===== config.mk =====
export PLATFORM = sky130hd
export DESIGN_NAME = sbsm_top
export DESIGN_NICKNAME = d
export VERILOG_FILES = /design/src/sbsm_pkg.sv /design/src/sbsm_flags.sv /design/src/sbsm_top.sv
export SDC_FILE = /design/constraint.sdc
export NUM_CORES = 1
export LEC_CHECK = 0
export ABC_AREA = 0
export BUFFER_PORTS_ARGS = -buffer_cell sky130_fd_sc_hd__buf_2
export CAP_MARGIN = 0
export CELL_PAD_IN_SITES_DETAIL_PLACEMENT = 1
export CELL_PAD_IN_SITES_GLOBAL_PLACEMENT = 1
export CORE_MARGIN = 8
export CORE_UTILIZATION = 29
export DETAILED_ROUTE_END_ITERATION = 6
export GPL_TIMING_DRIVEN = 0
export MAX_ROUTING_LAYER = met4
export PLACE_DENSITY = 0.81
export REMOVE_ABC_BUFFERS = 1
export SLEW_MARGIN = 20
export SYNTH_ARGS = -nofsm -noshare
export SYNTH_HDL_FRONTEND = slang
export SYNTH_SLANG_ARGS = --single-unit

===== constraint.sdc =====
create_clock -name core_clk -period 1.3 [get_ports core_clk]
set_clock_uncertainty 0.1 [all_clocks]
set_input_delay 0.13 -clock core_clk [delete_from_list [all_inputs] [get_ports core_clk]]
set_output_delay 0.13 -clock core_clk [all_outputs]
set_load 0.02 [all_outputs]

===== src/sbsm_pkg.sv =====
/*
  Package for the serial buffer status and mode block: register offsets,
  field positions and values after reset.
  Assumes a 32-bit AHB-Lite register bus with word-aligned registers.
*/
`default_nettype none

package sbsm_pkg;

  // ----------------------------------------------------------------------
  // Register offsets
  // ----------------------------------------------------------------------
  localparam logic [31:0] ADDR_DATA       = 32'h0000_0000;
  localparam logic [31:0] ADDR_MODE       = 32'h0000_0004;
  localparam int          ADDR_WORD_LSB   = 2;
  localparam int          ADDR_DEC_MSB    = 11;

  // ----------------------------------------------------------------------
  // Mode and status register fields
  // ----------------------------------------------------------------------
  localparam int          POS_TX_EMPTY    = 7;
  localparam int          POS_RX_FULL     = 6;
  localparam int          POS_TX_RUN      = 5;
  localparam int          POS_STOP_TWO    = 4;
  localparam int          POS_BIT_ORDER   = 3;
  localparam int          POS_DBUF_EN     = 2;

  // ----------------------------------------------------------------------
  // Values after reset
  // ----------------------------------------------------------------------
  localparam logic        RST_TX_EMPTY    = 1'b1;
  localparam logic        RST_RX_FULL     = 1'b0;
  localparam logic        RST_TX_RUN      = 1'b0;
  localparam logic        RST_STOP_TWO    = 1'b0;
  localparam logic        RST_BIT_ORDER   = 1'b0;
  localparam logic        RST_DBUF_EN     = 1'b0;
  localparam logic [31:0] RST_WORD        = 32'h0000_0000;

  // ----------------------------------------------------------------------
  // AHB-Lite encodings
  // ----------------------------------------------------------------------
  localparam logic [1:0]  HTRANS_NONSEQ   = 2'h2;
  localparam logic        HRESP_OKAY      = 1'b0;

endpackage

`default_nettype wire


===== src/sbsm_flags.sv =====
/*
  Buffer status flags of the serial channel: transmit buffer empty,
  receive buffer full and transmission running.
  Assumes all strobes are one-cycle pulses on core_clk from same-clock logic.
*/
`timescale 1ns/1ps
`default_nettype none

module sbsm_flags (
  input  wire logic core_clk,
  input  wire logic arst_n,
  input  wire logic rx_load,
  input  wire logic status_read,
  input  wire logic tx_write,
  input  wire logic tx_load,
  input  wire logic tx_busy,
  output var  logic tx_empty,
  output var  logic rx_full,
  output var  logic tx_run
);

  logic next_tx_empty;
  logic next_rx_full;
  logic next_tx_run;

  // ----------------------------------------------------------------------
  // Flag update, hardware set wins over software clear
  // ----------------------------------------------------------------------
  always_comb begin
    next_rx_full = rx_full;
    if (status_read) begin
      next_rx_full = 1'b0;
    end
    if (rx_load) begin
      next_rx_full = 1'b1;
    end
    next_tx_empty = tx_empty;
    if (tx_write) begin
      next_tx_empty = 1'b0;
    end
    if (tx_load) begin
      next_tx_empty = 1'b1;
    end
    next_tx_run = tx_busy;
  end

  always_ff @(posedge core_clk or negedge arst_n) begin
    if (!arst_n) begin
      tx_empty <= sbsm_pkg::RST_TX_EMPTY;
      rx_full  <= sbsm_pkg::RST_RX_FULL;
      tx_run   <= sbsm_pkg::RST_TX_RUN;
    end else begin
      tx_empty <= next_tx_empty;
      rx_full  <= next_rx_full;
      tx_run   <= next_tx_run;
    end
  end

  // ----------------------------------------------------------------------
  // Checks
  // ----------------------------------------------------------------------
  rx_set_a: assert property (@(posedge core_clk) disable iff (!arst_n)
    rx_load |=> rx_full)
    else $error("rx full flag not set after receive load");

  rx_clear_a: assert property (@(posedge core_clk) disable iff (!arst_n)
    status_read && !rx_load |=> !rx_full)
    else $error("rx full flag not cleared by status read");

  rx_hold_a: assert property (@(posedge core_clk) disable iff (!arst_n)
    !status_read && !rx_load |=> $stable(rx_full))
    else $error("rx full flag changed without cause");

  tx_clear_a: assert property (@(posedge core_clk) disable iff (!arst_n)
    tx_write && !tx_load |=> !tx_empty)
    else $error("tx empty flag not cleared by buffer write");

  tx_set_a: assert property (@(posedge core_clk) disable iff (!arst_n)
    tx_load |=> tx_empty)
    else $error("tx empty flag not set after shift load");

  tx_run_a: assert property (@(posedge core_clk) disable iff (!arst_n)
    tx_busy ##1 !tx_busy |-> tx_run ##1 !tx_run)
    else $error("running flag does not follow transmitter");

endmodule

`default_nettype wire


===== src/sbsm_top.sv =====
/*
  Status and mode control of a serial channel running as UART or as a
  clocked I/O interface, with an AHB-Lite register slave.
  Assumes the shift-register datapath runs on core_clk and gives one-cycle
  buffer-move strobes and a busy level; no synchronisers are needed.
*/
// Design decisions made here: the AHB-Lite slave port and the address map.
// Operation
// - A received word moved into the receive buffer sets the receive-buffer-full flag.
// - Reading the status register clears the receive-buffer-full flag.
// - With double buffering off the buffer flags mean nothing to software.
// - Writing a word into the transmit buffer clears the transmit-buffer-empty flag.
// - A read-only running flag shows 1 while transmitting and 0 when stopped.
// - Running 1 is sending, running 0 with empty 1 is done, both 0 is waiting with a word.
// - In UART mode the stop-length bit picks one stop bit at 0 and two at 1.
// - The receiver checks a single stop bit whatever the stop-length bit says.
// - In I/O mode the bit-order bit picks LSB first at 0 and MSB first at 1.
// - The double-buffer enable turns the buffering stage off at 0 and on at 1.
// - A word moved from the transmit buffer to the shifter sets the transmit-buffer-empty flag.
`timescale 1ns/1ps
`default_nettype none

module sbsm_top (
  input  wire logic        core_clk,
  input  wire logic        arst_n,
  // AHB-Lite slave
  input  wire logic        hsel,
  input  wire logic [31:0] haddr,
  input  wire logic [1:0]  htrans,
  input  wire logic        hwrite,
  input  wire logic [2:0]  hsize,
  input  wire logic [31:0] hwdata,
  input  wire logic        hready,
  output var  logic        hreadyout,
  output var  logic        hresp,
  output var  logic [31:0] hrdata,
  // Datapath side
  input  wire logic        uart_mode,
  input  wire logic        rx_load,
  input  wire logic [31:0] rx_word,
  input  wire logic        tx_load,
  input  wire logic        tx_busy,
  output var  logic        tx_buffer_write,
  output var  logic [31:0] tx_word,
  output var  logic        tx_stop_two,
  output var  logic        bit_order_select,
  output var  logic        double_buffer_enable,
  output var  logic        rx_buffer_full_flag,
  output var  logic        tx_buffer_empty_flag,
  output var  logic        tx_running_flag
);

  // ----------------------------------------------------------------------
  // Address decode
  // ----------------------------------------------------------------------
  function automatic logic addr_hit(input logic [31:0] addr, input logic [31:0] target);
    addr_hit = addr[sbsm_pkg::ADDR_DEC_MSB:sbsm_pkg::ADDR_WORD_LSB]
               == target[sbsm_pkg::ADDR_DEC_MSB:sbsm_pkg::ADDR_WORD_LSB];
  endfunction

  logic        access;
  logic        rd_access;
  logic        wr_access;

  assign access    = hsel && hready && (htrans == sbsm_pkg::HTRANS_NONSEQ);
  assign rd_access = access && !hwrite;
  assign wr_access = access && hwrite;

  // ----------------------------------------------------------------------
  // Data phase state
  // ----------------------------------------------------------------------
  logic        wr_pend_data;
  logic        wr_pend_mode;
  logic        next_wr_pend_data;
  logic        next_wr_pend_mode;
  logic        next_hreadyout;
  logic        next_hresp;
  logic [31:0] next_hrdata;

  // ----------------------------------------------------------------------
  // Control fields
  // ----------------------------------------------------------------------
  logic        stop_two;
  logic        next_stop_two;
  logic        next_bit_order_select;
  logic        next_double_buffer_enable;
  logic        next_tx_buffer_write;
  logic [31:0] next_tx_word;
  logic        next_tx_stop_two;
  logic        order_msb;
  logic        next_order_msb;

  // ----------------------------------------------------------------------
  // Flags
  // ----------------------------------------------------------------------
  logic        status_read;
  logic        flag_tx_empty;
  logic        flag_rx_full;
  logic        flag_tx_run;
  logic [31:0] mode_word;

  assign status_read = rd_access && addr_hit(haddr, sbsm_pkg::ADDR_MODE);

  sbsm_flags u_flags (
    .core_clk    (core_clk),
    .arst_n      (arst_n),
    .rx_load     (rx_load),
    .status_read (status_read),
    .tx_write    (wr_pend_data),
    .tx_load     (tx_load),
    .tx_busy     (tx_busy),
    .tx_empty    (flag_tx_empty),
    .rx_full     (flag_rx_full),
    .tx_run      (flag_tx_run)
  );

  // Status and mode bits packed as software sees them
  always_comb begin
    mode_word                             = sbsm_pkg::RST_WORD;
    mode_word[sbsm_pkg::POS_TX_EMPTY]     = flag_tx_empty;
    mode_word[sbsm_pkg::POS_RX_FULL]      = flag_rx_full;
    mode_word[sbsm_pkg::POS_TX_RUN]       = flag_tx_run;
    mode_word[sbsm_pkg::POS_STOP_TWO]     = stop_two;
    mode_word[sbsm_pkg::POS_BIT_ORDER]    = order_msb;
    mode_word[sbsm_pkg::POS_DBUF_EN]      = double_buffer_enable;
  end

  // ----------------------------------------------------------------------
  // Bus answer: zero wait states, always OKAY
  // ----------------------------------------------------------------------
  always_comb begin
    next_hreadyout    = 1'b1;
    next_hresp        = sbsm_pkg::HRESP_OKAY;
    next_hrdata       = sbsm_pkg::RST_WORD;
    next_wr_pend_data = wr_access && addr_hit(haddr, sbsm_pkg::ADDR_DATA);
    next_wr_pend_mode = wr_access && addr_hit(haddr, sbsm_pkg::ADDR_MODE);
    if (rd_access) begin
      if (addr_hit(haddr, sbsm_pkg::ADDR_DATA)) begin
        next_hrdata = rx_word;
      end else if (addr_hit(haddr, sbsm_pkg::ADDR_MODE)) begin
        next_hrdata = mode_word;
      end
    end
  end

  always_ff @(posedge core_clk or negedge arst_n) begin
    if (!arst_n) begin
      hreadyout    <= 1'b1;
      hresp        <= sbsm_pkg::HRESP_OKAY;
      hrdata       <= sbsm_pkg::RST_WORD;
      wr_pend_data <= 1'b0;
      wr_pend_mode <= 1'b0;
    end else begin
      hreadyout    <= next_hreadyout;
      hresp        <= next_hresp;
      hrdata       <= next_hrdata;
      wr_pend_data <= next_wr_pend_data;
      wr_pend_mode <= next_wr_pend_mode;
    end
  end

  // ----------------------------------------------------------------------
  // Control register and datapath outputs
  // ----------------------------------------------------------------------
  always_comb begin
    next_stop_two             = stop_two;
    next_order_msb            = order_msb;
    next_double_buffer_enable = double_buffer_enable;
    next_tx_word              = tx_word;
    next_tx_buffer_write      = wr_pend_data;
    if (wr_pend_mode) begin
      next_stop_two             = hwdata[sbsm_pkg::POS_STOP_TWO];
      next_order_msb            = hwdata[sbsm_pkg::POS_BIT_ORDER];
      next_double_buffer_enable = hwdata[sbsm_pkg::POS_DBUF_EN];
    end
    if (wr_pend_data) begin
      next_tx_word = hwdata;
    end
    // Stop length only drives the transmitter; receive checks one stop bit
    next_tx_stop_two      = uart_mode && next_stop_two;
    // Shift direction is honoured in I/O mode only
    next_bit_order_select = !uart_mode && next_order_msb;
  end

  always_ff @(posedge core_clk or negedge arst_n) begin
    if (!arst_n) begin
      stop_two             <= sbsm_pkg::RST_STOP_TWO;
      order_msb            <= sbsm_pkg::RST_BIT_ORDER;
      double_buffer_enable <= sbsm_pkg::RST_DBUF_EN;
      tx_word              <= sbsm_pkg::RST_WORD;
      tx_buffer_write      <= 1'b0;
      tx_stop_two          <= sbsm_pkg::RST_STOP_TWO;
      bit_order_select     <= sbsm_pkg::RST_BIT_ORDER;
    end else begin
      stop_two             <= next_stop_two;
      order_msb            <= next_order_msb;
      double_buffer_enable <= next_double_buffer_enable;
      tx_word              <= next_tx_word;
      tx_buffer_write      <= next_tx_buffer_write;
      tx_stop_two          <= next_tx_stop_two;
      bit_order_select     <= next_bit_order_select;
    end
  end

  // ----------------------------------------------------------------------
  // Flag outputs, registered copies of the flag unit
  // ----------------------------------------------------------------------
  // Flags run regardless of the enable; software ignores them when it is off
  always_ff @(posedge core_clk or negedge arst_n) begin
    if (!arst_n) begin
      rx_buffer_full_flag  <= sbsm_pkg::RST_RX_FULL;
      tx_buffer_empty_flag <= sbsm_pkg::RST_TX_EMPTY;
      tx_running_flag      <= sbsm_pkg::RST_TX_RUN;
    end else begin
      rx_buffer_full_flag  <= flag_rx_full;
      tx_buffer_empty_flag <= flag_tx_empty;
      tx_running_flag      <= flag_tx_run;
    end
  end

  // ----------------------------------------------------------------------
  // Checks
  // ----------------------------------------------------------------------
  stop_len_a: assert property (@(posedge core_clk) disable iff (!arst_n)
    wr_pend_mode && uart_mode |=> tx_stop_two == $past(hwdata[sbsm_pkg::POS_STOP_TWO]))
    else $error("stop length not taken from mode write");

  order_uart_a: assert property (@(posedge core_clk) disable iff (!arst_n)
    uart_mode |=> !bit_order_select)
    else $error("bit order not LSB first in UART mode");

  dbuf_write_a: assert property (@(posedge core_clk) disable iff (!arst_n)
    wr_access && addr_hit(haddr, sbsm_pkg::ADDR_MODE)
      ##1 1'b1 |=> double_buffer_enable == $past(hwdata[sbsm_pkg::POS_DBUF_EN]))
    else $error("double buffer enable not written");

  read_clear_a: assert property (@(posedge core_clk) disable iff (!arst_n)
    status_read && !rx_load |=> ##1 !rx_buffer_full_flag)
    else $error("status read does not clear rx full output");

  tx_write_a: assert property (@(posedge core_clk) disable iff (!arst_n)
    wr_access && addr_hit(haddr, sbsm_pkg::ADDR_DATA) |=> ##1 tx_buffer_write && tx_word == $past(hwdata))
    else $error("transmit buffer write not passed on");

  // ----------------------------------------------------------------------
  // Checks on what software and the datapath see
  // ----------------------------------------------------------------------
  run_on_a: assert property (@(posedge core_clk) disable iff (!arst_n)
    tx_busy |=> ##1 tx_running_flag)
    else $error("running output not set while transmitting");

  run_off_a: assert property (@(posedge core_clk) disable iff (!arst_n)
    !tx_busy |=> ##1 !tx_running_flag)
    else $error("running output not cleared when stopped");

  full_out_a: assert property (@(posedge core_clk) disable iff (!arst_n)
    rx_load |=> ##1 rx_buffer_full_flag)
    else $error("rx full output not set after receive load");

  empty_out_a: assert property (@(posedge core_clk) disable iff (!arst_n)
    tx_load |=> ##1 tx_buffer_empty_flag)
    else $error("tx empty output not set after shift load");

  empty_clear_a: assert property (@(posedge core_clk) disable iff (!arst_n)
    wr_pend_data && !tx_load |=> ##1 !tx_buffer_empty_flag)
    else $error("tx empty output not cleared by buffer write");

  status_view_a: assert property (@(posedge core_clk) disable iff (!arst_n)
    rd_access && addr_hit(haddr, sbsm_pkg::ADDR_MODE)
      |=> hrdata[sbsm_pkg::POS_TX_RUN] == $past(flag_tx_run)
          && hrdata[sbsm_pkg::POS_TX_EMPTY] == $past(flag_tx_empty))
    else $error("status read does not show running and empty flags");

  full_view_a: assert property (@(posedge core_clk) disable iff (!arst_n)
    status_read |=> hrdata[sbsm_pkg::POS_RX_FULL] == $past(flag_rx_full))
    else $error("status read does not show rx full flag");

  data_read_a: assert property (@(posedge core_clk) disable iff (!arst_n)
    rd_access && addr_hit(haddr, sbsm_pkg::ADDR_DATA) |=> hrdata == $past(rx_word))
    else $error("data read does not return receive buffer");

  stop_gate_a: assert property (@(posedge core_clk) disable iff (!arst_n)
    !uart_mode |=> !tx_stop_two)
    else $error("stop length applied outside UART mode");

  stop_hold_a: assert property (@(posedge core_clk) disable iff (!arst_n)
    !wr_pend_mode && $stable(uart_mode) |=> $stable(tx_stop_two))
    else $error("stop length changed without mode write");

  order_io_a: assert property (@(posedge core_clk) disable iff (!arst_n)
    wr_pend_mode && !uart_mode |=> bit_order_select == $past(hwdata[sbsm_pkg::POS_BIT_ORDER]))
    else $error("bit order not taken from mode write");

  order_hold_a: assert property (@(posedge core_clk) disable iff (!arst_n)
    !wr_pend_mode && $stable(uart_mode) |=> $stable(bit_order_select))
    else $error("bit order changed without mode write");

  dbuf_hold_a: assert property (@(posedge core_clk) disable iff (!arst_n)
    !wr_pend_mode |=> $stable(double_buffer_enable))
    else $error("double buffer enable changed without mode write");

  word_hold_a: assert property (@(posedge core_clk) disable iff (!arst_n)
    !wr_pend_data |=> $stable(tx_word) && !tx_buffer_write)
    else $error("transmit buffer changed without data write");

endmodule

`default_nettype wire


==> reports/qor.txt <==
Flops & latches, synth = 78
Mapped Area = 0.00294 sq mm
Leak pwr = 2.54 nW
I/O pins = 183
Final worst path period share = 95.7%
Tot GR Track Use = 16.0%
Initial antenna violation count = 0
Crit-path cells = buf_2
Hold Path Class = input port to flip-flop
Final Max Tran Viols = 0
Slew margin rel. = 51.9%
Synth top cells by count = dfrtp_1 (76), mux2_2 (35), nor4b_1 (16)
Top cell type's share of synthesized area = 64.8%
Largest net degree at the start of global routing = 47
Max Fclk = 0.804 GHz
Fin Hold WS = 194 ps
Drt initial violations = 56
Rows = 36
Final setup viols = 0
P_sw = 1.01 mW
Number of global-route vias before repair = 2820
Placed cells = 461
Seq pwr share = 50.9%
Outcome = finished clean
Kind of critical path = flip-flop to primary output
Pwr Total = 4.78 mW
Reg clk slew, reported paths = 80 ps
Fraction of the yosys area taken by sequential cells = 66.6%
Area after DPL = 0.00384 sq mm
Die area = 0.0136 sq mm
TritonCTS Sinks = 78
PnR worst setup slack = 55.8 ps
Syn Area/Cell = 15.8 sq um
Final core utilization = 49.1%
Pint = 3.77 mW
Layout area overhead = 64.0%
Clk root buf = clkbuf_8
Drt wl/cell = 18.6 um
Synth area leader = dfrtp_1
Setup crit start kind = flip-flop
Fin area = 0.00482 sq mm
Synth cell types = 24
Clock power frac = 39.8%
Port bufs = 155
Remaining antenna violation count = 0
Drt pass-1 iters = 4
Gate Count Post-Synth = 186
Die Ht = 117 um
Layout cells sized above 1 = 54.9%
Buf/Inv on CP = 1
Crit Path Max Fanout = 1
Slowest CP cell = dfstp_2
Worst VDD drop = 0.404 mV
PwrDens = 992 mW/mm^2
Starting Density = 29.9%
Least-Margin Pin Slew = 722 ps
Via/cell ratio = 4.43
Top_reg_cell synth = dfrtp_1
Diode count = 0
CTS tree = yes
Non-Filler Instances = 550
Core Footprint = 0.00982 sq mm
Logic pwr share = 9.4%
Sw Ratio = 21.2%
H-tree depth = 3
Req. time, crit path = 1070 ps
First-pass GRT wire length = 15800 um
Final hold violation count = 0
Count leader, synth = dfrtp_1
Die Wd = 117 um
Clock latency on the worst-skew pair = 340 ps
Fin crit period = 1240 ps
Setup TNS = 0 ps
Crit end category = primary output
Num CTS Buffers = 9
Placer congestion estimate = 0.728
Final net count = 522
GRT overflow = 0
CP max stage delay = 520 ps
Max Cap Viol = 0
Top cells by area, synth = dfrtp_1 (65%), mux2_2 (13%), nor4b_1 (4.8%), nor4b_2 (4.6%), mux2i_1 (2.0%)
Dpl ws = -408 ps
Synth warn = 0
Ys async rst share = 100%
Post-Route WL = 10200 um
Post-route DRC = 0
Detailed Place HPWL = 6340 um
CP top delay family = flip-flops
Clock buffer depth = 2
Crit path DAT = 1010 ps
Post-synth EDFFs = 0
Via total after detailed routing = 2435
RSZ-0062 raised after global routing = false
sequential cells by signal, indices dropped and copies added, names as in the netlist:
register	count
tx_running_flag	1
u_flags.rx_full	1
double_buffer_enable	1
tx_stop_two	1
u_flags.tx_run	1
hrdata	32
rx_buffer_full_flag	1
bit_order_select	1
stop_two	1
order_msb	1
wr_pend_mode	1
tx_buffer_write	1
tx_word	32
tx_buffer_empty_flag	1
u_flags.tx_empty	1
next_tx_buffer_write	1
tightest hold or removal path: stages:
cell and delay, ps:
buf_2 80, nor2b_1 50, nand4_1 240, nor2_1 90
cell type report:
type | instances | area [sq um]
inverters | 3 | 11.3
flip-flops and latches | 78 | 1960
well taps | 133 | 166
clock inverters | 5 | 75.1
repair buffers | 231 | 1560
fillers | 1066 | 5000
multi-input cells | 89 | 911
clock buffers | 11 | 131
routing by layer:
layer	up-vias	share of wire (%)	track usage (%)
met4	0	0.97	5.38
met3	13	7.9	4.29
li1	1103	-	-
met2	113	52	28.0
met1	1206	39	17.3
met5	-	0	-
path summary, 6_finish.rpt:
path | startpoint | to | slack [ps] | cells after the start
worst min register to register | u_flags.tx_empty | tx_buffer_empty_flag | 280 | 0
min in group asynchronous | arst_n | tx_word[19] | 250 | 2
max in group asynchronous | arst_n | tx_word[31] | 260 | 3
worst max register to register | next_tx_buffer_write | tx_word[24] | 80 | 2
worst max-delay path | tx_buffer_empty_flag | tx_buffer_empty_flag | 60 | 1
worst min-delay path | haddr[3] | hrdata[5] | 190 | 4
cells by family after synthesis:
logic type             after synthesis  synth area share (%)
AND/OR/NAND/NOR                     44                  13.8
multiplexers                        41                  15.5
other                                2                 0.256
AO/OA/AOI/OAI                        2                 0.554
buffers and inverters               19                  3.37
flip-flops                          78                  66.6
what timing repair did:
item | in CTS | in global routing
resized for setup | 1 | 5
endpoints found under the hold margin | 115 | 0
buffers inserted | 3 | 1
hold buffers | 69 | 0
setup endpoints to repair | 36 | 12
pin swaps | 1 | 1
power by group through the flow:
stage | Sequential, mW | Clock (mW) | Combinational [mW]
6_report | 2.43 | 1.90 | 0.448
5_1_grt | 2.43 | 2.08 | 0.487
4_1_cts | 2.43 | 2.02 | 0.435
3_5_place_dp | 2.48 | 0 | 0.271
3_3_place_gp | 2.48 | 0 | 0.253
2_1_floorplan | 2.48 | 0 | 0.0406
cell usage in the layout (no fill, tap or decap), drive strengths merged, types with 2 or more instances in the layout:
cell type	count
nor4b	26
nor3	3
buf	161
bufinv	2
nor2b	2
nand4	2
clkinv	3
inv	3
conb	2
mux2	35
dlygate4sd3	69
dfrtp	76
nor4	2
clkbuf	12
dfstp	2
mux2i	6
nor2	6
No activity file was read; power rests on OpenSTA's default activity.
